==> config.mk <==
export PLATFORM = sky130hd
export DESIGN_NAME = ulmc_line_modem_ctrl
export DESIGN_NICKNAME = d
export VERILOG_FILES = /design/src/core/ulmc_pkg.sv /design/src/core/ulmc_prescaler.sv /design/src/core/ulmc_line_modem_ctrl.sv
export SDC_FILE = /design/constraint.sdc
export NUM_CORES = 1
export LEC_CHECK = 0
export BUFFER_PORTS_ARGS = -buffer_cell sky130_fd_sc_hd__buf_2
export CORE_ASPECT_RATIO = 1.1
export CORE_MARGIN = 5
export CORE_UTILIZATION = 46
export CTS_BUF_LIST = sky130_fd_sc_hd__clkbuf_4 sky130_fd_sc_hd__clkbuf_8 sky130_fd_sc_hd__clkbuf_16
export DETAILED_ROUTE_END_ITERATION = 16
export PLACE_DENSITY = 0.79
export RECOVER_POWER = 50
export SKIP_LAST_GASP = 1
export SYNTH_ARGS = -nofsm -noshare
export SYNTH_HDL_FRONTEND = slang
export SYNTH_SLANG_ARGS = --single-unit
export TNS_END_PERCENT = 5
==> constraint.sdc <==
create_clock -name clk_in -period 3.3 [get_ports clk_in]
set_clock_uncertainty 0.1 [all_clocks]
set_input_delay 0.66 -clock clk_in [delete_from_list [all_inputs] [get_ports clk_in]]
set_output_delay 0.66 -clock clk_in [all_outputs]
set_load 0.01 [all_outputs]
==> src/core/ulmc_pkg.sv <==
/*
  Package for the line format and modem control block: register offsets,
  field positions, reset values and timing constants.
  Assumes an 8-bit register bank addressed by a 3-bit location index.
*/
package ulmc_pkg;
  // Register locations
  localparam logic [2:0] ULMC_OFS_ENHF = 3'h2;
  localparam logic [2:0] ULMC_OFS_LFR = 3'h3;
  localparam logic [2:0] ULMC_OFS_MLC = 3'h4;
  localparam logic [2:0] ULMC_OFS_STAT = 3'h6;
  localparam logic [2:0] ULMC_OFS_SCR = 3'h7;
  // Access key for the enhanced bank
  localparam logic [7:0] ULMC_LFR_EBANK_KEY = 8'hbf;
  // Line format fields
  localparam int ULMC_LFR_BANK = 7;
  localparam int ULMC_LFR_FORCE = 5;
  localparam int ULMC_LFR_PTYPE = 4;
  localparam int ULMC_LFR_PEN = 3;
  localparam int ULMC_LFR_STOP = 2;
  localparam int ULMC_LFR_WLEN_HI = 1;
  localparam int ULMC_LFR_WLEN_LO = 0;
  localparam logic [7:0] ULMC_LFR_RESET = 8'h1d;
  // Modem line control fields
  localparam int ULMC_MLC_PRESC = 7;
  localparam int ULMC_MLC_IRDA = 6;
  localparam int ULMC_MLC_XANY = 5;
  localparam int ULMC_MLC_LOOP = 4;
  localparam int ULMC_MLC_AUX2 = 3;
  localparam int ULMC_MLC_AUX1 = 2;
  localparam int ULMC_MLC_RTS = 1;
  localparam int ULMC_MLC_DTR = 0;
  localparam logic [7:0] ULMC_MLC_RESET = 8'h00;
  // Bits that need the enhanced-function enable to change
  localparam logic [7:0] ULMC_MLC_GATED = 8'hec;
  // Enhanced feature fields
  localparam int ULMC_ENHF_ARTS = 6;
  localparam int ULMC_ENHF_ENH = 4;
  localparam logic [7:0] ULMC_ENHF_RESET = 8'h00;
  // Prescaler ratio when divided
  localparam int ULMC_PRESC_DIV = 4;
  localparam logic [1:0] ULMC_PRESC_LAST = 2'(ULMC_PRESC_DIV - 1);
endpackage : ulmc_pkg

==> src/core/ulmc_prescaler.sv <==
/*
  Clock prescaler: one-cycle enable at full rate or one in four cycles.
  Assumes a single clock and synchronous active-high reset.
*/
`timescale 1ns/1ps
module ulmc_prescaler
  import ulmc_pkg::*;
(
  // Clock and reset
  input wire logic clk_in,
  input wire logic reset_in,
  // Control
  input wire logic divide_in,
  // Enable to the baud logic
  output logic tick_out
);
  logic [1:0] count_r;
  wire logic wrap = (count_r == ULMC_PRESC_LAST);

  always_ff @(posedge clk_in) begin
    if (reset_in || wrap) begin
      count_r <= 2'h0;
    end else begin
      count_r <= count_r + 2'h1;
    end
  end

  always_ff @(posedge clk_in) begin
    if (reset_in) begin
      tick_out <= 1'b0;
    end else begin
      tick_out <= divide_in ? wrap : 1'b1;
    end
  end
endmodule : ulmc_prescaler

==> src/core/ulmc_line_modem_ctrl.sv <==
/*
  Line format and modem line control registers of a bridge UART, with the
  frame-format decode, parity generation, loopback routing and bank select.
  Assumes a register port of location, write strobe and data from the host
  serial interface, and a transmitter that asks for parity of its data.
*/
//
// Summary of operation
// RULE_01 - Forced parity: one if type 0, zero if 1
// RULE_02 - Unforced parity: odd for type 0, even 1
// RULE_03 - Parity bit only while parity enabled
// RULE_04 - Stop select: 1, else 1.5 or 2 bits
// RULE_05 - Word length field picks 5 to 8 bits
// RULE_06 - Prescaler bit: undivided or divide by four
// RULE_07 - Infrared enable routes data through encoder
// RULE_08 - Any received character resumes halted transmitter
// RULE_09 - Store resume character unless flow-control character
// RULE_10 - Loopback joins transmit to receive, status 4,5
// RULE_11 - Aux two has no pin; loopback carrier
// RULE_12 - Aux one selects bank; loopback ring status
// RULE_13 - Request-to-send bit drives pin inverted
// RULE_14 - Auto flow control overrides request-to-send bit
// RULE_15 - Terminal-ready bit drives configured pin inverted
// RULE_16 - Gated control bits need enhanced enable
// RULE_17 - Control register needs bank bit clear, resets 00
// RULE_18 - Enhanced enable gates extended fields, sleep
// RULE_19 - Parity covers configured data bits only
`timescale 1ns/1ps
module ulmc_line_modem_ctrl
  import ulmc_pkg::*;
(
  // Clock and reset
  input wire logic clk_in,
  input wire logic reset_in,
  // Register port
  input wire logic [2:0] reg_addr_in,
  input wire logic reg_wr_in,
  input wire logic reg_rd_in,
  input wire logic [7:0] reg_wdata_in,
  output logic [7:0] reg_rdata_out,
  // Transmit path
  input wire logic [7:0] tx_data_in,
  input wire logic tx_serial_in,
  input wire logic tx_ir_in,
  output logic tx_pin_out,
  output logic parity_en_out,
  output logic parity_bit_out,
  output logic [3:0] data_bits_out,
  output logic [2:0] stop_halves_out,
  output logic baud_tick_out,
  // Receive path
  input wire logic rx_pin_in,
  input wire logic rx_ir_in,
  output logic rx_serial_out,
  // Flow control
  input wire logic tx_halted_in,
  input wire logic rx_char_in,
  input wire logic rx_is_flow_char_in,
  input wire logic rx_swflow_en_in,
  input wire logic auto_rts_level_in,
  output logic tx_resume_out,
  output logic rx_store_out,
  // Modem pins and status
  input wire logic cts_n_in,
  input wire logic dsr_n_in,
  input wire logic ri_n_in,
  input wire logic cd_n_in,
  input wire logic dtr_pin_sel_in,
  output logic rts_n_out,
  output logic dtr_n_out,
  output logic [7:0] modem_status_out,
  // Mode outputs
  output logic ir_mode_out,
  output logic loopback_out,
  output logic thresh_bank_out,
  output logic enh_enable_out,
  output logic sleep_allow_out
);
  logic [7:0] line_format_register_r;
  logic [7:0] modem_line_control_register_r;
  logic [7:0] enhanced_feature_register_r;
  logic [7:0] scratch_register_r;

  // Bank decode
  wire logic bank_bit = line_format_register_r[ULMC_LFR_BANK];
  wire logic ebank = (line_format_register_r == ULMC_LFR_EBANK_KEY);
  wire logic enh = enhanced_feature_register_r[ULMC_ENHF_ENH];
  wire logic loop = modem_line_control_register_r[ULMC_MLC_LOOP];
  wire logic aux1 = modem_line_control_register_r[ULMC_MLC_AUX1];
  wire logic aux2 = modem_line_control_register_r[ULMC_MLC_AUX2];
  wire logic wr_lfr = reg_wr_in && (reg_addr_in == ULMC_OFS_LFR);
  wire logic wr_mlc = reg_wr_in && !bank_bit && (reg_addr_in == ULMC_OFS_MLC); // [RULE_17]
  wire logic wr_enhf = reg_wr_in && ebank && (reg_addr_in == ULMC_OFS_ENHF);
  wire logic wr_scr = reg_wr_in && !bank_bit && !(aux1 && !loop)
    && (reg_addr_in == ULMC_OFS_SCR); // [RULE_12]

  // Gated bits keep their old value without enhanced enable
  wire logic [7:0] mlc_keep = enh ? 8'h00 : ULMC_MLC_GATED; // [RULE_16] [RULE_18]
  wire logic [7:0] mlc_nxt = (modem_line_control_register_r & mlc_keep)
    | (reg_wdata_in & ~mlc_keep); // [RULE_16]

  // Register bank
  always_ff @(posedge clk_in) begin
    if (reset_in) begin
      line_format_register_r <= ULMC_LFR_RESET;
    end else if (wr_lfr) begin
      line_format_register_r <= reg_wdata_in;
    end
  end

  always_ff @(posedge clk_in) begin
    if (reset_in) begin
      modem_line_control_register_r <= ULMC_MLC_RESET; // [RULE_17]
    end else if (wr_mlc) begin
      modem_line_control_register_r <= mlc_nxt;
    end
  end

  always_ff @(posedge clk_in) begin
    if (reset_in) begin
      enhanced_feature_register_r <= ULMC_ENHF_RESET;
    end else if (wr_enhf) begin
      enhanced_feature_register_r <= reg_wdata_in;
    end
  end

  always_ff @(posedge clk_in) begin
    if (reset_in) begin
      scratch_register_r <= 8'h00;
    end else if (wr_scr) begin
      scratch_register_r <= reg_wdata_in;
    end
  end

  // Frame format decode
  wire logic [1:0] wlen = line_format_register_r[ULMC_LFR_WLEN_HI:ULMC_LFR_WLEN_LO];
  wire logic [3:0] nbits = 4'h5 + {2'h0, wlen}; // [RULE_05]
  wire logic two_stop = line_format_register_r[ULMC_LFR_STOP];
  wire logic [2:0] halves = !two_stop ? 3'h2 : (wlen == 2'h0) ? 3'h3 : 3'h4; // [RULE_04]
  wire logic pen = line_format_register_r[ULMC_LFR_PEN];
  wire logic ptype = line_format_register_r[ULMC_LFR_PTYPE];
  wire logic pforce = line_format_register_r[ULMC_LFR_FORCE];

  // Parity over active data bits only
  logic [7:0] data_mask;
  genvar gi;
  generate
    for (gi = 0; gi < 8; gi++) begin : g_mask
      assign data_mask[gi] = (4'(gi) < nbits); // [RULE_19]
    end
  endgenerate
  wire logic xor_data = ^(tx_data_in & data_mask); // [RULE_19]
  // Odd parity makes total ones odd: bit = ~xor
  wire logic calc_par = ptype ? xor_data : ~xor_data; // [RULE_02]
  wire logic force_par = ~ptype; // [RULE_01]
  wire logic par_bit = pen & (pforce ? force_par : calc_par); // [RULE_03]

  // Prescaler
  ulmc_prescaler u_presc (
    .clk_in(clk_in),
    .reset_in(reset_in),
    .divide_in(modem_line_control_register_r[ULMC_MLC_PRESC]), // [RULE_06]
    .tick_out(baud_tick_out)
  );

  // Line and infrared routing
  wire logic ir = modem_line_control_register_r[ULMC_MLC_IRDA];
  wire logic tx_line = ir ? tx_ir_in : tx_serial_in; // [RULE_07]
  wire logic rx_src = ir ? rx_ir_in : rx_pin_in; // [RULE_07]
  wire logic rx_sel = loop ? tx_serial_in : rx_src; // [RULE_10]

  // Resume on any character
  wire logic xany = modem_line_control_register_r[ULMC_MLC_XANY];
  wire logic resume = xany && tx_halted_in && rx_char_in; // [RULE_08]
  wire logic store = rx_char_in && !(rx_is_flow_char_in && rx_swflow_en_in); // [RULE_09]

  // Modem outputs and status
  wire logic rts_bit = modem_line_control_register_r[ULMC_MLC_RTS];
  wire logic dtr_bit = modem_line_control_register_r[ULMC_MLC_DTR];
  wire logic auto_rts = enhanced_feature_register_r[ULMC_ENHF_ARTS];
  wire logic rts_drv = auto_rts ? auto_rts_level_in : ~rts_bit; // [RULE_13] [RULE_14]
  wire logic rts_pin = loop ? 1'b1 : rts_drv; // [RULE_10]
  wire logic dtr_pin = (loop || !dtr_pin_sel_in) ? 1'b1 : ~dtr_bit; // [RULE_15]
  wire logic [3:0] st_in = loop ? {aux2, aux1, dtr_bit, rts_bit} // [RULE_10] [RULE_11]
    : {~cd_n_in, ~ri_n_in, ~dsr_n_in, ~cts_n_in};
  wire logic [7:0] stat_nxt = {st_in, 4'h0};

  // Read mux
  wire logic bank_alt = aux1 && !loop; // [RULE_12]
  logic [7:0] rd_mux;
  always_comb begin
    rd_mux = 8'h00;
    case (reg_addr_in)
      ULMC_OFS_LFR: rd_mux = line_format_register_r;
      ULMC_OFS_ENHF: rd_mux = ebank ? enhanced_feature_register_r : 8'h00;
      ULMC_OFS_MLC: rd_mux = bank_bit ? 8'h00 : modem_line_control_register_r; // [RULE_17]
      ULMC_OFS_STAT: rd_mux = (bank_bit || bank_alt) ? 8'h00 : stat_nxt;
      ULMC_OFS_SCR: rd_mux = (bank_bit || bank_alt) ? 8'h00 : scratch_register_r;
      default: rd_mux = 8'h00;
    endcase
  end

  // Read data holds until the next read
  always_ff @(posedge clk_in) begin
    if (reset_in) begin
      reg_rdata_out <= 8'h00;
    end else if (reg_rd_in) begin
      reg_rdata_out <= rd_mux;
    end
  end

  // Serial lines idle high
  always_ff @(posedge clk_in) begin
    if (reset_in) begin
      tx_pin_out <= 1'b1;
    end else begin
      tx_pin_out <= loop ? 1'b1 : tx_line; // [RULE_10]
    end
  end
  always_ff @(posedge clk_in) begin
    if (reset_in) begin
      rx_serial_out <= 1'b1;
    end else begin
      rx_serial_out <= rx_sel;
    end
  end

  // Frame format to the transmitter
  always_ff @(posedge clk_in) begin
    if (reset_in) begin
      parity_en_out <= 1'b0;
    end else begin
      parity_en_out <= pen; // [RULE_03]
    end
  end
  always_ff @(posedge clk_in) begin
    if (reset_in) begin
      parity_bit_out <= 1'b0;
    end else begin
      parity_bit_out <= par_bit;
    end
  end
  always_ff @(posedge clk_in) begin
    if (reset_in) begin
      data_bits_out <= 4'h5;
    end else begin
      data_bits_out <= nbits;
    end
  end
  always_ff @(posedge clk_in) begin
    if (reset_in) begin
      stop_halves_out <= 3'h2;
    end else begin
      stop_halves_out <= halves;
    end
  end

  // Flow control strobes
  always_ff @(posedge clk_in) begin
    if (reset_in) begin
      tx_resume_out <= 1'b0;
    end else begin
      tx_resume_out <= resume;
    end
  end
  always_ff @(posedge clk_in) begin
    if (reset_in) begin
      rx_store_out <= 1'b0;
    end else begin
      rx_store_out <= store;
    end
  end

  // Modem pins inactive high after reset
  always_ff @(posedge clk_in) begin
    if (reset_in) begin
      rts_n_out <= 1'b1;
    end else begin
      rts_n_out <= rts_pin;
    end
  end
  always_ff @(posedge clk_in) begin
    if (reset_in) begin
      dtr_n_out <= 1'b1;
    end else begin
      dtr_n_out <= dtr_pin;
    end
  end
  always_ff @(posedge clk_in) begin
    if (reset_in) begin
      modem_status_out <= 8'h00;
    end else begin
      modem_status_out <= stat_nxt;
    end
  end

  // Mode levels
  always_ff @(posedge clk_in) begin
    if (reset_in) begin
      ir_mode_out <= 1'b0;
      loopback_out <= 1'b0;
      thresh_bank_out <= 1'b0;
    end else begin
      ir_mode_out <= ir;
      loopback_out <= loop;
      thresh_bank_out <= bank_alt;
    end
  end
  always_ff @(posedge clk_in) begin
    if (reset_in) begin
      enh_enable_out <= 1'b0;
      sleep_allow_out <= 1'b0;
    end else begin
      enh_enable_out <= enh;
      sleep_allow_out <= enh; // [RULE_18]
    end
  end
endmodule : ulmc_line_modem_ctrl

==> flow_summary.json <==
{
  "run_status": "completed",
  "cp.required_ps": 3410,
  "via_count": 2409,
  "synth.top_cell.area_share_pct": 48.0,
  "layout_worst_path_cycle_share_pct": 63.4,
  "syn_inst": 305,
  "arrival_ps": 2210,
  "synth-seq-cells": 66,
  "cts_tree": "built",
  "r2r_end": "enhanced_feature_register_r[2]",
  "dp_hpwl_mm": 4.87,
  "grt_pass1_vias": 2203,
  "drc": 0,
  "rsz0062_at_grt": "false",
  "synth.distinct_cells": 43,
  "synth_common_cells": "dfxtp_1, nand2_1, a21oi_1",
  "hold_buffers": 0,
  "cts_max_level": 3,
  "clock_path_buffers": 2,
  "synthArstFlopShare_pct": 0,
  "worst_pin_slew_ps": 1380,
  "cts_sinks": 66,
  "io_pins": 74,
  "core-area_sq_um": 5810,
  "yosysMostFrequentCell": "dfxtp_1",
  "die_x_microns": 83.7,
  "nets": 412,
  "fmax_mhz": 478,
  "leakage_nw": 1.32,
  "row_count": 29,
  "wl_mm": 6.79,
  "post_drt_wl_per_cell_microns": 15.0,
  "syn2layout_area_growth_pct": 20.0,
  "report.final.slew_viol_count": 0,
  "synth_area_sq_um": 2750,
  "grt_use_total_pct": 18.2,
  "grt-ovfl-total": 0,
  "worstSetupStartpoint": "reset_in",
  "post_cts_resized": 0,
  "viasPerCell": 5.33,
  "final_util_pct": 56.9,
  "die_area_sq_um": 7630,
  "path_class": "in2reg",
  "final_layout_size_suffix_gt1_share_pct": 19.5,
  "clock_latency_ps": 340,
  "drt_iter0_drc": 322,
  "maxSlewHeadroom_pct": 7.74,
  "ys.flop_type": "dfxtp_1",
  "synth_area_leaders": "dfxtp_1, nand2_1, a21oi_1",
  "synth_area_leader_cell": "dfxtp_1",
  "yosys_warnings": 0,
  "grt_pass1_wl_mm": 10.9,
  "drtAntennaViolNets": 0,
  "hold_depth": 1,
  "min_path_type": "reg2reg",
  "irDropWorstVdd_v": 0.000262,
  "antenna_found_initial": 0,
  "die_h_microns": 91.1,
  "cap_violations": 0,
  "grt_start_max_net_pins": 35,
  "diodes": 0,
  "min_period_ps": 2090,
  "hold_end": "u_presc.count_r[0]",
  "port_buffers": 69,
  "holdCritStartpoint": "u_presc.count_r[0]",
  "worstPathMaxFanout": 34,
  "finalHoldViolCount": 0,
  "place.gp.congestion": 0.902,
  "cts_made_buffers": 9,
  "r2r_setup_slack_ps": 1260,
  "n_fill_cell": 563,
  "clk_pin_slew_worst_paths_ps": 60,
  "fin_tns_setup_ps": 0,
  "p_per_area_nw_per_um2": 508,
  "yosysSeqAreaShare_pct": 48.0,
  "cp-start-kind": "primary input",
  "first_pass_iters": 5,
  "synth_edf_count": 0,
  "synth.avg_cell_area_sq_um": 9.02,
  "root_buffer": "clkbuf_8",
  "reg2reg_from": "line_format_register_r[0]",
  "reg2regPathDepth": 6,
  "post-cts-setup-buffer-count": 0,
  "crit_path_end_kind": "flip-flop",
  "start_util_pct": 47.4,
  "final-setup-viol-count": 0
}
==> where the power goes <==
part / internal, mW / switching (mW)
logic: 0.0632 / 0.0875
clock network: 0.414 / 0.280
registers: 0.821 / 0.0123
total: 1.30 / 0.380
==> metrics by stage <==
step	power (mW)	setup WS [ps]	hold slack, ps	instances	cell area (sq um)
6_report	1.68	1210	331	452	3300
5_1_grt	1.75	1040	355	452	3300
4_1_cts	1.70	1310	336	452	3330
3_5_place_dp	1.00	1070	327	437	3120
3_3_place_gp	1.00	1100	316	437	3120
2_1_floorplan	0.945	1380	294	308	2760
==> cell type report <==
| type | instances | area [sq um] | share of cell area (%) |
|---|---|---|---|
| clock buffer | 13 | 173 | 5.23 |
| clock inverter | 2 | 35.0 | 1.06 |
| inverter | 7 | 26.3 | 0.796 |
| multi-input combinational | 214 | 1300 | 39.4 |
| sequential | 66 | 1320 | 40.0 |
| tap | 77 | 96.3 | 2.92 |
| timing repair buffer | 73 | 348 | 10.5 |
==> kinds of logic after synthesis <==
family / count (synthesis) / share of synthesized area [%]
and+or+nand+nor: 128 / 24.3
DFF: 66 / 48.0
AOI/OAI and AO/OA: 61 / 14.7
buffers and inverters: 28 / 5.09
muxes: 11 / 4.05
xor gates and xnor gates: 6 / 1.91
adders and majority gates: 4 / 1.82
other: 1 / 0.136
==> how the worst max path moves through the flow <==
stage	to	slack, ps	cells after the start
floorplan	reg_rdata_out[7]	1380	7
global placement	reg_rdata_out[7]	1100	6
detailed placement	line_format_register_r[3]	1070	4
CTS	enhanced_feature_register_r[5]	1310	6
global route	enhanced_feature_register_r[6]	1040	6
finish	scratch_register_r[6]	1210	3
==> routing by layer <==
metal	GRT usage, %	routed length (microns)	up-vias	share of wire [%]
li1	-	-	1184	-
met1	23.4	2920	1081	43
met2	27.5	3100	126	46
met3	7.33	602	18	8.9
met4	7.10	160	0	2.4
met5	0	0	-	0
==> cell usage in the layout (no fill, tap or decap), drive strengths merged, types with 2 or more instances in the layout <==
cell	Yosys	routed
nor4b	2	2
xnor2	6	6
a222oi	4	4
mux2i	10	10
ha	4	4
nand3	25	25
and3b	2	2
nor3b	2	2
inv	7	7
o31ai	3	3
nor3	6	6
nand2b	5	5
nand4b	2	2
and3	4	4
nor2	11	11
a2bb2oi	3	3
nor2b	16	16
a221oi	3	3
conb	1	4
buf	13	51
a21o	4	4
a211o	4	4
clkbuf	8	35
a22o	3	3
nand2	47	47
a21oi	32	32
dfxtp	66	66
==> sequential cells by signal, indices dropped and copies added, names as in the netlist, 2 cells and up, named ones only <==
name                           flops
data_bits_out                      4
enhanced_feature_register_r        8
line_format_register_r             8
modem_line_control_register_r      3
modem_status_out                   4
reg_rdata_out                      8
scratch_register_r                 8
stop_halves_out                    3
u_presc.count_r                    2
==> critical path, stage by stage <==
cell	delay [ps]
clkbuf_1	990
buf_4	460
a21oi_1	80
Note: power is estimated with default switching activity, not from simulation.
